File: src/rtl/rmc_map.svh
`ifndef RMC_MAP_SVH
`define RMC_MAP_SVH
`define RMC_CLK_NS 10
`define RMC_BAUD 300
`define RMC_BIT_CYC (1_000_000_000 / (`RMC_CLK_NS * `RMC_BAUD))
`define RMC_TICK_NS 1_000_000
`define RMC_TICK_CYC (`RMC_TICK_NS / `RMC_CLK_NS)
`define RMC_REVERT_MIN 5
`define RMC_REVERT_TICKS (`RMC_REVERT_MIN * 60 * 1000)
`define RMC_ADDR_CTRL 8'h00
`define RMC_ADDR_STATUS 8'h04
`define RMC_ADDR_MON_LO 8'h08
`define RMC_ADDR_MON_HI 8'h0c
`define RMC_ADDR_TRIP_LO 8'h10
`define RMC_ADDR_TRIP_HI 8'h14
`define RMC_CTRL_LINK_EN 0
`define RMC_CTRL_CLEAR 1
`define RMC_CTRL_RESET 2'h1
`define RMC_CK_POINT 16
`define RMC_FRAME_BITS 4'h9
`define RMC_CH_CR 7'h0d
`endif

File: src/rtl/rmc_pkg.sv
`default_nettype none
package rmc_pkg;
  typedef enum logic [2:0] {
    RMC_MON = 3'b001,
    RMC_LOC = 3'b010,
    RMC_SER = 3'b100
  } rmc_mode_e;
  typedef logic [63:0] rmc_map_t;
endpackage
`default_nettype wire

File: src/rtl/rmc_top.sv
// Implementation choices: the placing of the registers and the strobed register port.
`include "rmc_map.svh"
`default_nettype none
module rmc_top #(
  parameter int BIT_CYC = `RMC_BIT_CYC,
  parameter int TICK_CYC = `RMC_TICK_CYC,
  parameter int REVERT_TICKS = `RMC_REVERT_TICKS
) (
  input wire logic clk_sys,
  input wire logic reset,
  input wire logic sel_fault,
  input wire logic step_btn,
  input wire logic clear_btn,
  input wire logic [3:0] unit_addr,
  input wire logic [5:0] point_num,
  input wire logic point_valid,
  input wire logic trip_pt_valid,
  input wire logic trip_in,
  input wire logic ck_fail,
  input wire logic rx_line,
  output var logic tx_line_q,
  output var logic [3:0] disp_hi_q,
  output var logic [3:0] disp_lo_q,
  output var logic led_trip_q,
  output var logic led_mon_q,
  output var logic alarm_q,
  output var logic monitor_en_q,
  output var rmc_pkg::rmc_mode_e mode_q,
  input wire logic [7:0] addr,
  input wire logic [31:0] wr_data,
  input wire logic wr_en,
  input wire logic rd_en,
  output var logic [31:0] rd_data_q
);
  import rmc_pkg::*;

  ////////////////////////////////////////////////////////////////////////////
  // Helpers

  function automatic logic [5:0] rmc_next(input rmc_map_t map, input logic [5:0] cur);
    logic [5:0] r;
    r = 6'h0;
    for (int i = 63; i >= 1; i--) begin
      if (map[i] && (6'(i) > cur)) begin
        r = 6'(i);
      end
    end
    return r;
  endfunction

  function automatic logic [6:0] rmc_msg(input logic [3:0] idx, input logic [6:0] id,
                                         input logic m, input logic t);
    logic [6:0] c;
    c = `RMC_CH_CR;
    unique case (idx)
      4'h0, 4'h1, 4'h2: c = 7'h2a;
      4'h3: c = id;
      4'h4: c = 7'h20;
      4'h5: c = m ? 7'h4d : (t ? 7'h54 : 7'h4e);
      4'h6: c = (m && t) ? 7'h20 : `RMC_CH_CR;
      4'h7: c = 7'h54;
      default: c = `RMC_CH_CR;
    endcase
    return c;
  endfunction

  ////////////////////////////////////////////////////////////////////////////
  // Registers and panel edges

  logic [1:0] ctrl_q;
  logic soft_clr_q;
  logic step_prev_q;
  logic clr_prev_q;
  logic sel_loc_flt_q;
  logic loc_mon_q;
  logic loc_flt_q;
  logic selected_q;
  logic ck_err_q;
  rmc_map_t mon_map_q;
  rmc_map_t trip_map_q;
  logic [5:0] cur_pt_q;
  logic rx_busy_q;
  logic tx_busy_q;
  logic cmd_quit;
  logic cmd_clear;
  logic cmd_sel;
  logic rx_start;

  wire link_busy = rx_busy_q | tx_busy_q;
  wire link_en = ctrl_q[`RMC_CTRL_LINK_EN];
  wire step_ok = step_btn & ~step_prev_q & ~link_busy;
  wire clr_ok = (clear_btn & ~clr_prev_q & ~link_busy) | soft_clr_q;
  wire [6:0] id_char = (unit_addr < 4'ha) ? 7'h30 + {3'h0, unit_addr}
                                          : 7'h37 + {3'h0, unit_addr};
  wire rmc_map_t sel_map = sel_fault ? trip_map_q : mon_map_q;
  wire sel_same = (sel_fault == loc_flt_q);
  wire mon_act = (mode_q != RMC_SER) & ~(step_btn & ~step_prev_q) & ~trip_in;

  always_ff @(posedge clk_sys) begin
    if (reset) begin
      step_prev_q <= 1'b0;
      clr_prev_q <= 1'b0;
    end else begin
      step_prev_q <= step_btn;
      clr_prev_q <= clear_btn;
    end
  end

  always_ff @(posedge clk_sys) begin
    if (reset) begin
      ctrl_q <= `RMC_CTRL_RESET;
      soft_clr_q <= 1'b0;
    end else begin
      soft_clr_q <= wr_en && (addr == `RMC_ADDR_CTRL) && wr_data[`RMC_CTRL_CLEAR];
      if (wr_en && (addr == `RMC_ADDR_CTRL)) begin
        ctrl_q <= {1'b0, wr_data[`RMC_CTRL_LINK_EN]};
      end
    end
  end

  always_ff @(posedge clk_sys) begin
    if (reset) begin
      rd_data_q <= 32'h0000_0000;
    end else if (rd_en) begin
      unique case (addr)
        `RMC_ADDR_CTRL: rd_data_q <= {30'h0, ctrl_q};
        `RMC_ADDR_STATUS: rd_data_q <= {25'h0, selected_q, ck_err_q, loc_flt_q, loc_mon_q, mode_q};
        `RMC_ADDR_MON_LO: rd_data_q <= mon_map_q[31:0];
        `RMC_ADDR_MON_HI: rd_data_q <= mon_map_q[63:32];
        `RMC_ADDR_TRIP_LO: rd_data_q <= trip_map_q[31:0];
        `RMC_ADDR_TRIP_HI: rd_data_q <= trip_map_q[63:32];
        default: rd_data_q <= 32'h0000_0000;
      endcase
    end else begin
      rd_data_q <= 32'h0000_0000;
    end
  end

  ////////////////////////////////////////////////////////////////////////////
  // Mode control with reversion timer

  logic [31:0] pre_q;
  logic [31:0] tmr_q;
  wire tmr_done = (tmr_q >= 32'(REVERT_TICKS));

  always_ff @(posedge clk_sys) begin
    if (reset) begin
      mode_q <= RMC_MON;
      loc_mon_q <= 1'b0;
      loc_flt_q <= 1'b0;
    end else if (trip_in || clr_ok) begin
      mode_q <= RMC_MON;
      loc_mon_q <= 1'b0;
      loc_flt_q <= 1'b0;
    end else begin
      unique case (mode_q)
        RMC_MON: begin
          if (step_ok) begin
            mode_q <= RMC_LOC;
            loc_flt_q <= sel_fault;
            loc_mon_q <= ~sel_fault;
          end else if (rx_start && link_en) begin
            mode_q <= RMC_SER;
          end
        end
        RMC_LOC: begin
          // Link starts are dropped here, so the panel owns the unit
          if (tmr_done || (step_ok && !sel_same)) begin
            mode_q <= RMC_MON;
            loc_mon_q <= 1'b0;
            loc_flt_q <= 1'b0;
          end
        end
        RMC_SER: begin
          if (tmr_done || cmd_quit) begin
            mode_q <= RMC_MON;
          end
        end
      endcase
    end
  end

  // Prescaler restarts on every entry so each mode gets a full interval
  always_ff @(posedge clk_sys) begin
    if (reset || mode_q == RMC_MON) begin
      pre_q <= 32'h0000_0000;
      tmr_q <= 32'h0000_0000;
    end else if (pre_q >= 32'(TICK_CYC - 1)) begin
      pre_q <= 32'h0000_0000;
      tmr_q <= tmr_q + 32'h0000_0001;
    end else begin
      pre_q <= pre_q + 32'h0000_0001;
    end
  end

  ////////////////////////////////////////////////////////////////////////////
  // Stored data, display and indicators

  always_ff @(posedge clk_sys) begin
    if (reset) begin
      mon_map_q <= 64'h0000_0000_0000_0000;
      trip_map_q <= 64'h0000_0000_0000_0000;
    end else if (clr_ok || cmd_clear) begin
      mon_map_q <= 64'h0000_0000_0000_0000;
      trip_map_q <= 64'h0000_0000_0000_0000;
    end else begin
      if (mon_act && point_valid) begin
        mon_map_q[point_num] <= 1'b1;
      end
      if (ck_err_q) begin
        mon_map_q[`RMC_CK_POINT] <= 1'b1;
      end
      if (trip_pt_valid) begin
        trip_map_q[point_num] <= 1'b1;
      end
    end
  end

  always_ff @(posedge clk_sys) begin
    if (reset) begin
      ck_err_q <= 1'b0;
    end else if (ck_fail) begin
      ck_err_q <= 1'b1;
    end
  end

  always_ff @(posedge clk_sys) begin
    if (reset || trip_in || clr_ok) begin
      cur_pt_q <= 6'h0;
    end else if (mode_q == RMC_LOC && tmr_done) begin
      cur_pt_q <= 6'h0;
    end else if (step_ok && (mode_q == RMC_MON || (mode_q == RMC_LOC && sel_same))) begin
      cur_pt_q <= rmc_next(sel_map, cur_pt_q);
    end else if (step_ok && mode_q == RMC_LOC) begin
      cur_pt_q <= 6'h0;
    end
  end

  always_ff @(posedge clk_sys) begin
    if (reset) begin
      disp_hi_q <= 4'h0;
      disp_lo_q <= 4'h0;
      led_trip_q <= 1'b0;
      led_mon_q <= 1'b0;
      alarm_q <= 1'b0;
      monitor_en_q <= 1'b0;
    end else begin
      if (ck_err_q) begin
        disp_hi_q <= 4'hc;
        disp_lo_q <= 4'h5;
      end else begin
        disp_hi_q <= 4'(cur_pt_q / 6'd10);
        disp_lo_q <= 4'(cur_pt_q % 6'd10);
      end
      led_trip_q <= |trip_map_q;
      led_mon_q <= |mon_map_q;
      alarm_q <= (|mon_map_q) | ck_err_q;
      monitor_en_q <= mon_act;
    end
  end

  ////////////////////////////////////////////////////////////////////////////
  // Serial receiver: light on is a space, so an off line reads idle

  logic [31:0] rx_cnt_q;
  logic [3:0] rx_idx_q;
  logic [8:0] rx_sh_q;
  logic [34:0] buf_q;
  logic [2:0] len_q;
  logic rx_char;
  wire rx_bit = ~rx_line;
  wire local_on = loc_mon_q | loc_flt_q;
  assign rx_start = ~rx_busy_q & rx_line & ~local_on;

  always_ff @(posedge clk_sys) begin
    if (reset) begin
      rx_busy_q <= 1'b0;
      rx_cnt_q <= 32'h0000_0000;
      rx_idx_q <= 4'h0;
      rx_sh_q <= 9'h000;
      rx_char <= 1'b0;
    end else begin
      rx_char <= 1'b0;
      if (rx_start && link_en) begin
        rx_busy_q <= 1'b1;
        rx_cnt_q <= 32'(BIT_CYC / 2);
        rx_idx_q <= 4'h0;
      end else if (rx_busy_q) begin
        if (rx_cnt_q != 32'h0000_0000) begin
          rx_cnt_q <= rx_cnt_q - 32'h0000_0001;
        end else begin
          rx_cnt_q <= 32'(BIT_CYC - 1);
          rx_idx_q <= rx_idx_q + 4'h1;
          if (rx_idx_q == 4'h0 && rx_bit) begin
            rx_busy_q <= 1'b0; // False start glitch
          end else if (rx_idx_q == `RMC_FRAME_BITS) begin
            rx_busy_q <= 1'b0;
            // Bit 0 holds a stale bit from the last frame, so parity skips it
            rx_char <= rx_bit && (^rx_sh_q[8:1]);
          end else if (rx_idx_q != 4'h0) begin
            rx_sh_q <= {rx_bit, rx_sh_q[8:1]};
          end
        end
      end
    end
  end

  // Last five characters; a carriage return closes the command
  wire [6:0] rx_ch = rx_sh_q[7:1];
  wire is_cr = rx_char && (rx_ch == `RMC_CH_CR);
  always_comb begin
    cmd_quit = 1'b0;
    cmd_clear = 1'b0;
    cmd_sel = 1'b0;
    if (is_cr && mode_q == RMC_SER) begin
      cmd_quit = (len_q == 3'h4) && (buf_q[27:0] == {7'h51, 7'h55, 7'h49, 7'h54});
      cmd_sel = (len_q == 3'h4) && (buf_q[27:0] == {7'h2a, 7'h2a, 7'h2a, id_char});
      cmd_clear = selected_q && (len_q == 3'h5) &&
                  (buf_q == {7'h43, 7'h4c, 7'h45, 7'h41, 7'h52});
    end
  end

  always_ff @(posedge clk_sys) begin
    if (reset) begin
      buf_q <= 35'h0_0000_0000;
      len_q <= 3'h0;
    end else if (rx_char) begin
      if (rx_ch == `RMC_CH_CR) begin
        len_q <= 3'h0;
      end else begin
        buf_q <= {buf_q[27:0], rx_ch};
        len_q <= (len_q == 3'h7) ? 3'h7 : len_q + 3'h1; // Long lines never match
      end
    end
  end

  always_ff @(posedge clk_sys) begin
    if (reset || cmd_quit || cmd_clear || mode_q != RMC_SER) begin
      selected_q <= 1'b0;
    end else if (cmd_sel) begin
      selected_q <= 1'b1;
    end
  end

  ////////////////////////////////////////////////////////////////////////////
  // Serial transmitter for the selection answer

  logic [31:0] tx_cnt_q;
  logic [3:0] tx_bit_q;
  logic [3:0] tx_chr_q;
  logic [9:0] tx_sh_q;
  logic ans_m_q;
  logic ans_t_q;
  wire [6:0] tx_c = rmc_msg(tx_chr_q, id_char, ans_m_q, ans_t_q);
  wire tx_last = (tx_c == `RMC_CH_CR);

  always_ff @(posedge clk_sys) begin
    if (reset) begin
      tx_busy_q <= 1'b0;
      tx_cnt_q <= 32'h0000_0000;
      tx_bit_q <= 4'h0;
      tx_chr_q <= 4'h0;
      tx_sh_q <= 10'h000;
      ans_m_q <= 1'b0;
      ans_t_q <= 1'b0;
      tx_line_q <= 1'b0;
    end else if (!tx_busy_q) begin
      tx_line_q <= 1'b0;
      if (cmd_sel && link_en) begin
        tx_busy_q <= 1'b1;
        tx_chr_q <= 4'h0;
        tx_bit_q <= 4'h0;
        tx_cnt_q <= 32'h0000_0000;
        tx_sh_q <= {1'b1, ~^7'h2a, 7'h2a, 1'b0};
        ans_m_q <= |mon_map_q;
        ans_t_q <= |trip_map_q;
      end
    end else if (tx_cnt_q != 32'h0000_0000) begin
      tx_cnt_q <= tx_cnt_q - 32'h0000_0001;
    end else begin
      tx_cnt_q <= 32'(BIT_CYC - 1);
      tx_line_q <= ~tx_sh_q[0];
      tx_sh_q <= {1'b1, tx_sh_q[9:1]};
      if (tx_bit_q == `RMC_FRAME_BITS) begin
        tx_bit_q <= 4'h0;
        if (tx_last) begin
          tx_busy_q <= 1'b0;
        end else begin
          tx_chr_q <= tx_chr_q + 4'h1;
          tx_sh_q <= {1'b1, ~^rmc_msg(tx_chr_q + 4'h1, id_char, ans_m_q, ans_t_q),
                      rmc_msg(tx_chr_q + 4'h1, id_char, ans_m_q, ans_t_q), 1'b0};
        end
      end else begin
        tx_bit_q <= tx_bit_q + 4'h1;
      end
    end
  end

endmodule // rmc_top
`default_nettype wire

File: config.mk
export PLATFORM = sky130hd
export DESIGN_NAME = rmc_top
export DESIGN_NICKNAME = d
export VERILOG_FILES = /design/src/rtl/rmc_pkg.sv /design/src/rtl/rmc_top.sv
export VERILOG_INCLUDE_DIRS = /design/src /design/src/rtl
export SDC_FILE = /design/constraint.sdc
export NUM_CORES = 1
export LEC_CHECK = 0
export ABC_CLOCK_PERIOD_IN_PS = 3400
export BUFFER_PORTS_ARGS = -buffer_cell sky130_fd_sc_hd__buf_2
export CORE_MARGIN = 2
export CORE_UTILIZATION = 37
export CTS_BUF_LIST = sky130_fd_sc_hd__clkbuf_2 sky130_fd_sc_hd__clkbuf_4 sky130_fd_sc_hd__clkbuf_8
export DETAILED_ROUTE_END_ITERATION = 10
export GPL_TIMING_DRIVEN = 0
export PLACE_DENSITY_LB_ADDON = 0.08
export SLEW_MARGIN = 20
export SYNTH_ARGS = -nofsm -noshare
export SYNTH_HDL_FRONTEND = slang
export SYNTH_SLANG_ARGS = --single-unit
export TNS_END_PERCENT = 20
File: constraint.sdc
create_clock -name clk_sys -period 3.4 [get_ports clk_sys]
set_input_delay 0.17 -clock clk_sys [delete_from_list [all_inputs] [get_ports clk_sys]]
set_output_delay 0.17 -clock clk_sys [all_outputs]
set_load 0.01 [all_outputs]
==> impl_metrics.env, run 1 <==
export IMPL_path_class="register to register"
export IMPL_vias_per_cell=5.78
export IMPL_initial_utilization=0.376
export IMPL_hold_viol_final=0
export IMPL_cpPeakStageDelay_ns=0.60
export IMPL_hold_depth=3
export IMPL_syn_cell_area_um2=19300
export IMPL_root_buffer="clkbuf_8"
export IMPL_final_max_slew_violation_count=0
export IMPL_relSlewSlack=0.296
export IMPL_dieArea_um2=54000
export IMPL_clk_latency_ns=0.68
export IMPL_grt_pass1_wl_mm=110
export IMPL_tightest_slew_ns=1.05
export IMPL_cp_num_buf_inv=2
export IMPL_fp_dieH_um=232
export IMPL_crit_chain="clkbuf_1 > clkbuf_1 > nor2_1 > o21ai_0 > a221o_1 > o2111ai_1 > a41oi_1 > a2bb2oi_1 > a21oi_1 > o21a_1"
export IMPL_ys_flop_type="dfxtp_1"
export IMPL_yosysUniqueCellTypes=86
export IMPL_place_gp_congestion=0.934
export IMPL_syn2layout_area_growth_pct=15.6
export IMPL_grt_max_degree=11
export IMPL_final_min_clock_period_ns=3.28
export IMPL_cts_tree="done"
export IMPL_final_common_cell="nor2_1"
export IMPL_grt_overflow=0
export IMPL_startpoint_type="register"
export IMPL_nets=2668
export IMPL_cp_slowest_cell="clkbuf_1"
export IMPL_track_usage=0.270
export IMPL_drive_gt1_frac=0.102
export IMPL_critical_path_arrival_ns=3.82
export IMPL_setup_violations=0
export IMPL_worstHoldPathType="primary input to register"
export IMPL_cts_sinks=391
export IMPL_synth_seq_cells=391
export IMPL_crit_fanout=10
export IMPL_powerDensity_nw_per_um2=461
export IMPL_grt_pass1_vias=17900
export IMPL_avgSynthCellArea_um2=8.02
export IMPL_die_w_um=232
export IMPL_io_pins=110
export IMPL_clockBufferDepth=3
export IMPL_drt_iter0_drc=1867
export IMPL_h_tree_depth=3
export IMPL_place_hpwl_mm=54.7
export IMPL_cp_data_required_time_ns=3.94
export IMPL_synth_edf_count=0
export IMPL_holdWs_ns=0.0637
export IMPL_fmax_mhz=305
export IMPL_syn_inst=2407
export IMPL_wl_mm=74.0
export IMPL_r2r_cells=10
export IMPL_seq_area_frac_synth=0.405
export IMPL_crit_top_cell="clkbuf_1"
export IMPL_numCtsBuffers=72
export IMPL_cellLeakagePower_uw=0.00819
export IMPL_grt_antenna_before_repair=3
export IMPL_end_kind="register"
export IMPL_portBuffers=71
export IMPL_rsz0062_at_grt="true"
export IMPL_wl_per_cell_um=22.3
export IMPL_fin_crit_sh=0.964
export IMPL_cp_top_family="compound AO/OA/AOI/OAI gates"
export IMPL_ant_nets=0
export IMPL_vias=19100
export IMPL_cp_depth=10
export IMPL_irDropWorstVdd_v=0.000286
export IMPL_drv_cap=0
export IMPL_first_pass_iters=5
export IMPL_core_area_um2=51400
export IMPL_ys_async_sr_fraction=0
export IMPL_mostFrequentLayoutCells="395 x nor2_1, 391 x dfxtp_1, 286 x a21oi_1"
export IMPL_clk_pin_slew_worst_paths_ns=0.06
export IMPL_status="completed"
export IMPL_finalSetupTns_ns=0
export IMPL_num_rows=83
export IMPL_drc=0
export IMPL_fin_worst_skew_ns=0.0310
export IMPL_yosysWarnings=0
-- layer usage --
layer	routed length, µm	GRT usage	vias up
met1	33600	0.381	9220
li1	-	-	8978
met4	2440	0.0983	2
met2	31000	0.396	799
met5	13	0	-
met3	6870	0.0653	150
-- sequential cells by signal, summed over array words and instances (netlist names), 3 cells and up --
| register | count |
|---|---|
| buf_q | 35 |
| cur_pt_q | 6 |
| disp_hi_q | 4 |
| disp_lo_q | 4 |
| len_q | 3 |
| mode_q | 3 |
| mon_map_q | 64 |
| pre_q | 32 |
| rd_data_q | 32 |
| rx_cnt_q | 32 |
| rx_idx_q | 4 |
| rx_sh_q | 8 |
| tmr_q | 32 |
| trip_map_q | 64 |
| tx_bit_q | 4 |
| tx_chr_q | 4 |
| tx_cnt_q | 32 |
| tx_sh_q | 10 |
-- worst min-delay path: stages --
cell and delay, ns:
buf_2 0.10, nand4bb_1 0.30, nor3b_1 0.09
-- power by group --
part           switching, µW  internal (µW)
combinational            510            242
sequential              49.9           4640
clock                   2110           2750
total                   2670           7630
-- worst paths after layout --
kind                    start          end  slack [ns]
hold reg to reg     buf_q[33]    buf_q[33]        0.45
setup reg to reg  cur_pt_q[0]  cur_pt_q[2]        0.12
hold / removal          wr_en   soft_clr_q        0.06
setup / recovery  cur_pt_q[0]  cur_pt_q[2]        0.12
-- repair_timing --
action	CTS	global route
hold endpoints to repair	14	0
hold buffers	9	0
gates resized for setup	3	17
gates cloned	0	0
buffers inserted	0	0
endpoints found under the setup margin	9	34
pin swaps	0	0
-- metrics by stage --
| stage | worst slack [ns] | power, µW | cells | cell area (µm²) | utilization |
|---|---|---|---|---|---|
| after floorplan | 0.613 | 5240 | 2421 | 19400 | - |
| after global placement | -0.656 | 5510 | 3172 | 20600 | 0.400 |
| after detailed placement | -0.574 | 5520 | 3178 | 20700 | 0.402 |
| after CTS | 0.0251 | 10400 | 3312 | 22300 | 0.434 |
| after global routing | -0.0818 | 10700 | 3313 | 22300 | 0.434 |
| final | 0.121 | 10300 | 3313 | 22300 | 0.434 |
-- area by class of cell --
| class | instances | area [µm²] |
|---|---|---|
| Buffer | 147 | 569 |
| Antenna cell | 1 | 2.50 |
| Sequential cell | 391 | 7830 |
| Inverter | 54 | 203 |
| Tap cell | 680 | 851 |
| Fill cell | 5288 | 29100 |
| Multi-Input combinational cell | 1829 | 10800 |
| Timing Repair Buffer | 86 | 498 |
| Clock inverter | 18 | 170 |
| Clock buffer | 107 | 1370 |
-- cells in the mapped netlist (23+ instances only) --
cell / number / area (µm²)
mux2i_1: 98 / 981
nand2_1: 185 / 694
o21ai_0: 91 / 455
clkbuf_1: 121 / 454
nor4_1: 73 / 457
nand3_1: 49 / 245
nand4_1: 25 / 156
nor3_1: 67 / 335
or3_1: 25 / 156
and3_1: 27 / 169
a21oi_1: 286 / 1430
xnor2_1: 56 / 490
xor2_1: 23 / 201
dfxtp_1: 391 / 7830
inv_1: 53 / 199
a211oi_1: 31 / 233
ha_1: 25 / 313
nor2_1: 396 / 1490
a221oi_1: 29 / 254
-- cells by family (layout without fill, tap and decap cells) --
kind of cell	count (synthesis)	count (layout)	synth area share
AOI/OAI and AO/OA	608	608	0.193
xor gates and xnor gates	81	81	0.0382
adders and majority gates	25	25	0.0162
buffers and inverters	201	412	0.0394
DFF	391	391	0.405
muxes	112	112	0.0595
other	1	16	0.000194
and+or+nand+nor	988	988	0.248
Power figures use the tool's default switching activity.
==> run 2: changes to the inputs <==
--- a/config.mk
+++ b/config.mk
@@ -11,3 +11,3 @@
 export CORE_MARGIN = 2
-export CORE_UTILIZATION = 37
+export CORE_UTILIZATION = 55
 export CTS_BUF_LIST = sky130_fd_sc_hd__clkbuf_2 sky130_fd_sc_hd__clkbuf_4 sky130_fd_sc_hd__clkbuf_8
@@ -16,2 +16,3 @@
 export PLACE_DENSITY_LB_ADDON = 0.08
+export RECOVER_POWER = 100
 export SLEW_MARGIN = 20
--- a/constraint.sdc
+++ b/constraint.sdc
@@ -3,2 +3,2 @@
 set_output_delay 0.17 -clock clk_sys [all_outputs]
-set_load 0.01 [all_outputs]
+set_load 0.02 [all_outputs]
==> impl_metrics.env, run 2 (same netlist as run 1, synthesis figures left out) <==
export IMPL_wl_per_cell_um=22.0
export IMPL_path_class="register to register"
export IMPL_cellLeakagePower_uw=0.00793
export IMPL_hold_depth=5
export IMPL_postCtsSetupBuffers=0
export IMPL_mostFrequentLayoutCells="396 x nor2_1, 391 x dfxtp_1, 286 x a21oi_1"
export IMPL_crit_fanout=10
export IMPL_drv_cap=0
export IMPL_holdWs_ns=0.144
export IMPL_fmax_mhz=305
export IMPL_design_area_um2=21900
export IMPL_critical_path_arrival_ns=3.80
export IMPL_first_pass_iters=6
export IMPL_placed_cells=2953
export IMPL_pre_cts_slack_ns=-0.265
export IMPL_startpoint_type="register"
export IMPL_numCtsBuffers=67
export IMPL_irDropWorstVdd_v=0.000412
export IMPL_num_rows=68
export IMPL_hold_viol_final=0
export IMPL_dieArea_um2=36600
export IMPL_clk_pin_slew_worst_paths_ns=0.06
export IMPL_fin_worst_skew_ns=0.0297
export IMPL_place_hpwl_mm=50.2
export IMPL_drive_gt1_frac=0.0772
export IMPL_r2r_slack_ns=0.13
export IMPL_nets=2666
export IMPL_status="completed"
export IMPL_final_cells=3083
export IMPL_io_pins=110
export IMPL_vias=19500
export IMPL_grt_overflow=0
export IMPL_end_kind="register"
export IMPL_place_gp_congestion=1.05
export IMPL_initial_utilization=0.559
export IMPL_setup_violations=0
export IMPL_rsz0062_at_grt="true"
export IMPL_final_common_cell="nor2_1"
export IMPL_grt_antenna_before_repair=0
export IMPL_grt_pass1_vias=17700
export IMPL_grt_pass1_wl_mm=103
export IMPL_root_buffer="clkbuf_8"
export IMPL_portBuffers=71
export IMPL_final_min_clock_period_ns=3.27
export IMPL_clk_latency_ns=0.65
export IMPL_drc=0
export IMPL_syn2layout_area_growth_pct=13.3
export IMPL_drt_iter0_drc=2007
export IMPL_tightest_slew_ns=1.09
export IMPL_die_w_um=191
export IMPL_hp_start="point_num[4]"
export IMPL_setup_slack_ns=0.125
export IMPL_cts_tree="done"
export IMPL_wl_mm=67.8
export IMPL_clockBufferDepth=3
export IMPL_vias_per_cell=6.32
export IMPL_fin_crit_sh=0.963
export IMPL_reg_top3="mon_map_q (64), trip_map_q (64), buf_q (35)"
export IMPL_powerDensity_nw_per_um2=456
export IMPL_antenna_cells=0
export IMPL_ant_nets=0
export IMPL_whs_endpoint="mon_map_q[55]"
export IMPL_grt_max_degree=11
export IMPL_relSlewSlack=0.271
export IMPL_place_area_um2=20400
export IMPL_cts_sinks=391
export IMPL_r2r_cells=8
export IMPL_worstHoldPathType="primary input to register"
export IMPL_fp_dieH_um=191
export IMPL_rr_endpoint="cur_pt_q[0]"
export IMPL_h_tree_depth=3
export IMPL_final_max_slew_violation_count=0
export IMPL_track_usage=0.366
export IMPL_cp_data_required_time_ns=3.93
export IMPL_r2r_start="cur_pt_q[5]"
export IMPL_core_area_um2=34500
## run 2: cell types whose count changed in the layout (fill, tap and decap cells not counted), moves of 2 or more
cell,delta
clkbuf_1,+58
clkbuf_8,-11
inv_6,+3
clkbuf_2,-4
dlygate4sd3_1,+3
buf_2,-49
clkbuf_4,+6
clkinv_2,-2
clkinvlp_4,-2
buf_1,-4
## run 2: metal layers
| layer | global-route usage | up-vias | routed length [µm] |
|---|---|---|---|
| li1 | - | 8974 | - |
| met1 | 0.503 | 9208 | 29000 |
| met2 | 0.538 | 1103 | 28500 |
| met3 | 0.106 | 197 | 7710 |
| met4 | 0.147 | 0 | 2640 |
| met5 | 0 | - | 0 |
## run 2: cell type report
cell class / instances / area, µm²
Clock inverter: 16 / 163
Clock buffer: 102 / 1270
Sequential cell: 391 / 7830
Buffer: 147 / 563
Tap cell: 455 / 569
Timing Repair Buffer: 89 / 460
Multi-Input combinational cell: 1829 / 10800
Inverter: 54 / 203
Fill cell: 3164 / 12700
## run 2: worst max-delay path by stage
stage               depth (start not counted)         start  slack (ns)      endpoint
finish                                      8   cur_pt_q[5]        0.13   cur_pt_q[0]
floorplan                                   8  rx_cnt_q[15]        0.61    rx_sh_q[5]
CTS                                         8   tx_cnt_q[7]       0.006  tx_cnt_q[19]
global route                               10   tx_chr_q[0]       -0.03    tx_sh_q[8]
global placement                           10      pre_q[0]       -0.29     tmr_q[26]
detailed placement                         12  unit_addr[1]       -0.26   tx_cnt_q[3]
## run 2: what timing repair did
| action | CTS | global route |
|---|---|---|
| hold buffers | 12 | 0 |
| gates resized for setup | 1 | 12 |
| setup endpoints to repair | 2 | 50 |
| hold endpoints to repair | 14 | 0 |
## run 2: worst max-delay path: stages, from the launching register on
cell and delay, ns:
dfxtp_1 0.52, clkbuf_1 0.46, clkbuf_1 0.52, clkbuf_1 0.56, o21ai_0 0.18, a211oi_1 0.38, o211ai_1 0.14, o2111ai_1 0.28
a31oi_1 0.12
## run 2: power breakdown
| group | switching (µW) | internal, µW |
|---|---|---|
| Sequential | 50.1 | 4640 |
| Clock | 2000 | 2560 |
| Combinational | 499 | 232 |
| Total | 2540 | 7430 |
## run 2: per-stage QoR
step           total power, µW   util  setup TNS, ns
6_report                  9970  0.633              0
2_1_floorplan             5250      -              0
5_1_grt                  10300  0.633        -0.0909
4_1_cts                  10000  0.635              0
3_5_place_dp              5500  0.590          -2.55
3_3_place_gp              5480  0.587          -4.11
==> run 3: changes to the inputs <==
CORE_ASPECT_RATIO = 0.5   (was not set)
==> impl_metrics.env, run 3 (same netlist as run 1, synthesis figures left out) <==
export IMPL_clk_latency_ns=0.63
export IMPL_first_pass_iters=6
export IMPL_place_gp_congestion=1.03
export IMPL_setup_violations=0
export IMPL_startpoint_type="register"
export IMPL_final_max_slew_violation_count=0
export IMPL_place_hpwl_mm=47.6
export IMPL_grt_busiest_layer="met2"
export IMPL_worstHoldPathType="primary input to register"
export IMPL_dieArea_um2=36700
export IMPL_ant_nets=0
export IMPL_crit_chain="clkbuf_1 > clkbuf_2 > clkbuf_1 > nor3_1 > nor2_1 > nor2_1 > o41ai_1 > o2111ai_1 > a31oi_1"
export IMPL_path_class="register to register"
export IMPL_drc=0
export IMPL_finalSetupTns_ns=0
export IMPL_postCtsSetupBuffers=0
export IMPL_io_pins=110
export IMPL_drt_iter0_drc=2323
export IMPL_relSlewSlack=0.235
export IMPL_tightest_slew_ns=1.14
export IMPL_p_sw_frac=0.255
export IMPL_crit_fanout=10
export IMPL_h_tree_depth=2
export IMPL_irDropWorstVdd_v=0.000333
export IMPL_grt_overflow=0
export IMPL_grt_pass1_wl_mm=96.9
export IMPL_combPwrFrac=0.078
export IMPL_drv_cap=0
export IMPL_end_kind="register"
export IMPL_cts_tree="done"
export IMPL_reg_top3="mon_map_q (64), trip_map_q (64), buf_q (35)"
export IMPL_critical_path_arrival_ns=3.87
export IMPL_wl_per_cell_um=20.9
export IMPL_fin_crit_sh=0.981
export IMPL_core_area_um2=34500
export IMPL_cts_sinks=391
export IMPL_clk_pin_slew_worst_paths_ns=0.07
export IMPL_track_usage=0.343
export IMPL_portBuffers=71
export IMPL_final_min_clock_period_ns=3.34
export IMPL_drive_gt1_frac=0.0743
export IMPL_wl_mm=64.5
export IMPL_num_rows=48
export IMPL_fmax_mhz=300
export IMPL_pwr_share_seq=0.493
export IMPL_grt_max_degree=15
export IMPL_rsz0062_at_grt="false"
export IMPL_fin_worst_skew_ns=0.0245
export IMPL_use_met2=0.505
export IMPL_cpPeakStageDelay_ns=0.56
export IMPL_initial_utilization=0.559
export IMPL_mostFrequentLayoutCells="396 x nor2_1, 391 x dfxtp_1, 286 x a21oi_1"
export IMPL_clockBufferDepth=3
export IMPL_root_buffer="clkbuf_8"
export IMPL_p_int_uw=7080
export IMPL_nets=2651
export IMPL_status="completed"
export IMPL_cp_slowest_cell="clkbuf_1"
export IMPL_powerDensity_nw_per_um2=438
export IMPL_final_util=0.629
export IMPL_syn2layout_area_growth_pct=12.4
export IMPL_vias=18900
export IMPL_met1_usage=0.483
export IMPL_grt_antenna_before_repair=1
export IMPL_fp_dieH_um=136
export IMPL_antenna_cells=0
export IMPL_die_w_um=269
export IMPL_cp_data_required_time_ns=3.94
export IMPL_cellLeakagePower_uw=0.00782
export IMPL_hold_viol_final=0
export IMPL_p_sw_uw=2420
export IMPL_use_met3=0.0837
export IMPL_pwr_share_clk=0.429
export IMPL_fin_total_pwr_uw=9500
export IMPL_grt_pass1_vias=16700
export IMPL_numCtsBuffers=54
export IMPL_final_common_cell="nor2_1"
export IMPL_vias_per_cell=6.13
==> run 3: changes by cell type in the layout (fill, tap and decap cells not counted), sizes merged <==
cell,change
inv,-4
dlygate4sd3,-1
clkinvlp,+1
buf,-2
clkinv,+2
clkbuf,-15
bufinv,+1
==> run 3: metrics by stage <==
step | hold slack, ns | setup slack (ns) | instances | cell area [µm²]
after detailed placement | 0.383 | -0.261 | 2972 | 20400
after floorplan | 0.249 | 0.613 | 2421 | 19400
after global routing | 0.124 | 0.0193 | 3085 | 21700
after global placement | 0.380 | -0.215 | 2967 | 20300
after CTS | 0.0271 | 0.0792 | 3085 | 21700
final | 0.0900 | 0.0645 | 3085 | 21700
==> run 3: power by group through the flow <==
stage               clock network, µW  logic [µW]  registers, µW
floorplan                           0         462           4780
global placement                    0         700           4780
detailed placement                  0         710           4780
CTS                              4120         722           4680
global route                     4300         789           4690
finish                           4080         739           4680
==> run 3: cell type report <==
cell class	count	area (µm²)
clock buffer	86	1050
inverter	54	203
buffer	147	567
clock inverter	16	165
sequential	391	7830
fill	3193	12800
tap	475	594
multi-input combinational	1829	10900
timing repair buffer	87	442
==> run 3: what timing repair did <==
action	in CTS	in global routing
endpoints found under the hold margin	14	0
hold buffers	11	0
setup endpoints to repair	1	36
resized for setup	1	16
pin swaps	0	0
==> run 3: routing by layer <==
metal	part of all wire	routed length, µm	vias up
li1	-	-	8949
met1	0.44	28400	8909
met2	0.42	27000	894
met3	0.10	6710	169
met4	0.037	2400	0
met5	0	0	-
==> run 3: worst paths after layout <==
path | start | slack, ns | depth (start not counted) | endpoint
worst min register to register | buf_q[30] | 0.46 | 2 | buf_q[30]
worst max-delay path | cur_pt_q[5] | 0.06 | 9 | cur_pt_q[0]
worst min-delay path | addr[4] | 0.09 | 4 | rd_data_q[5]
worst max register to register | cur_pt_q[5] | 0.06 | 9 | cur_pt_q[0]
==> run 3: critical path, delay by kind of cell (launching register included) <==
family | cells | cell delay, ns
and+or+nand+nor | 3 | 0.31
AOI/OAI and AO/OA | 3 | 1.06
DFF | 1 | 0.53
buffers and inverters | 3 | 1.36
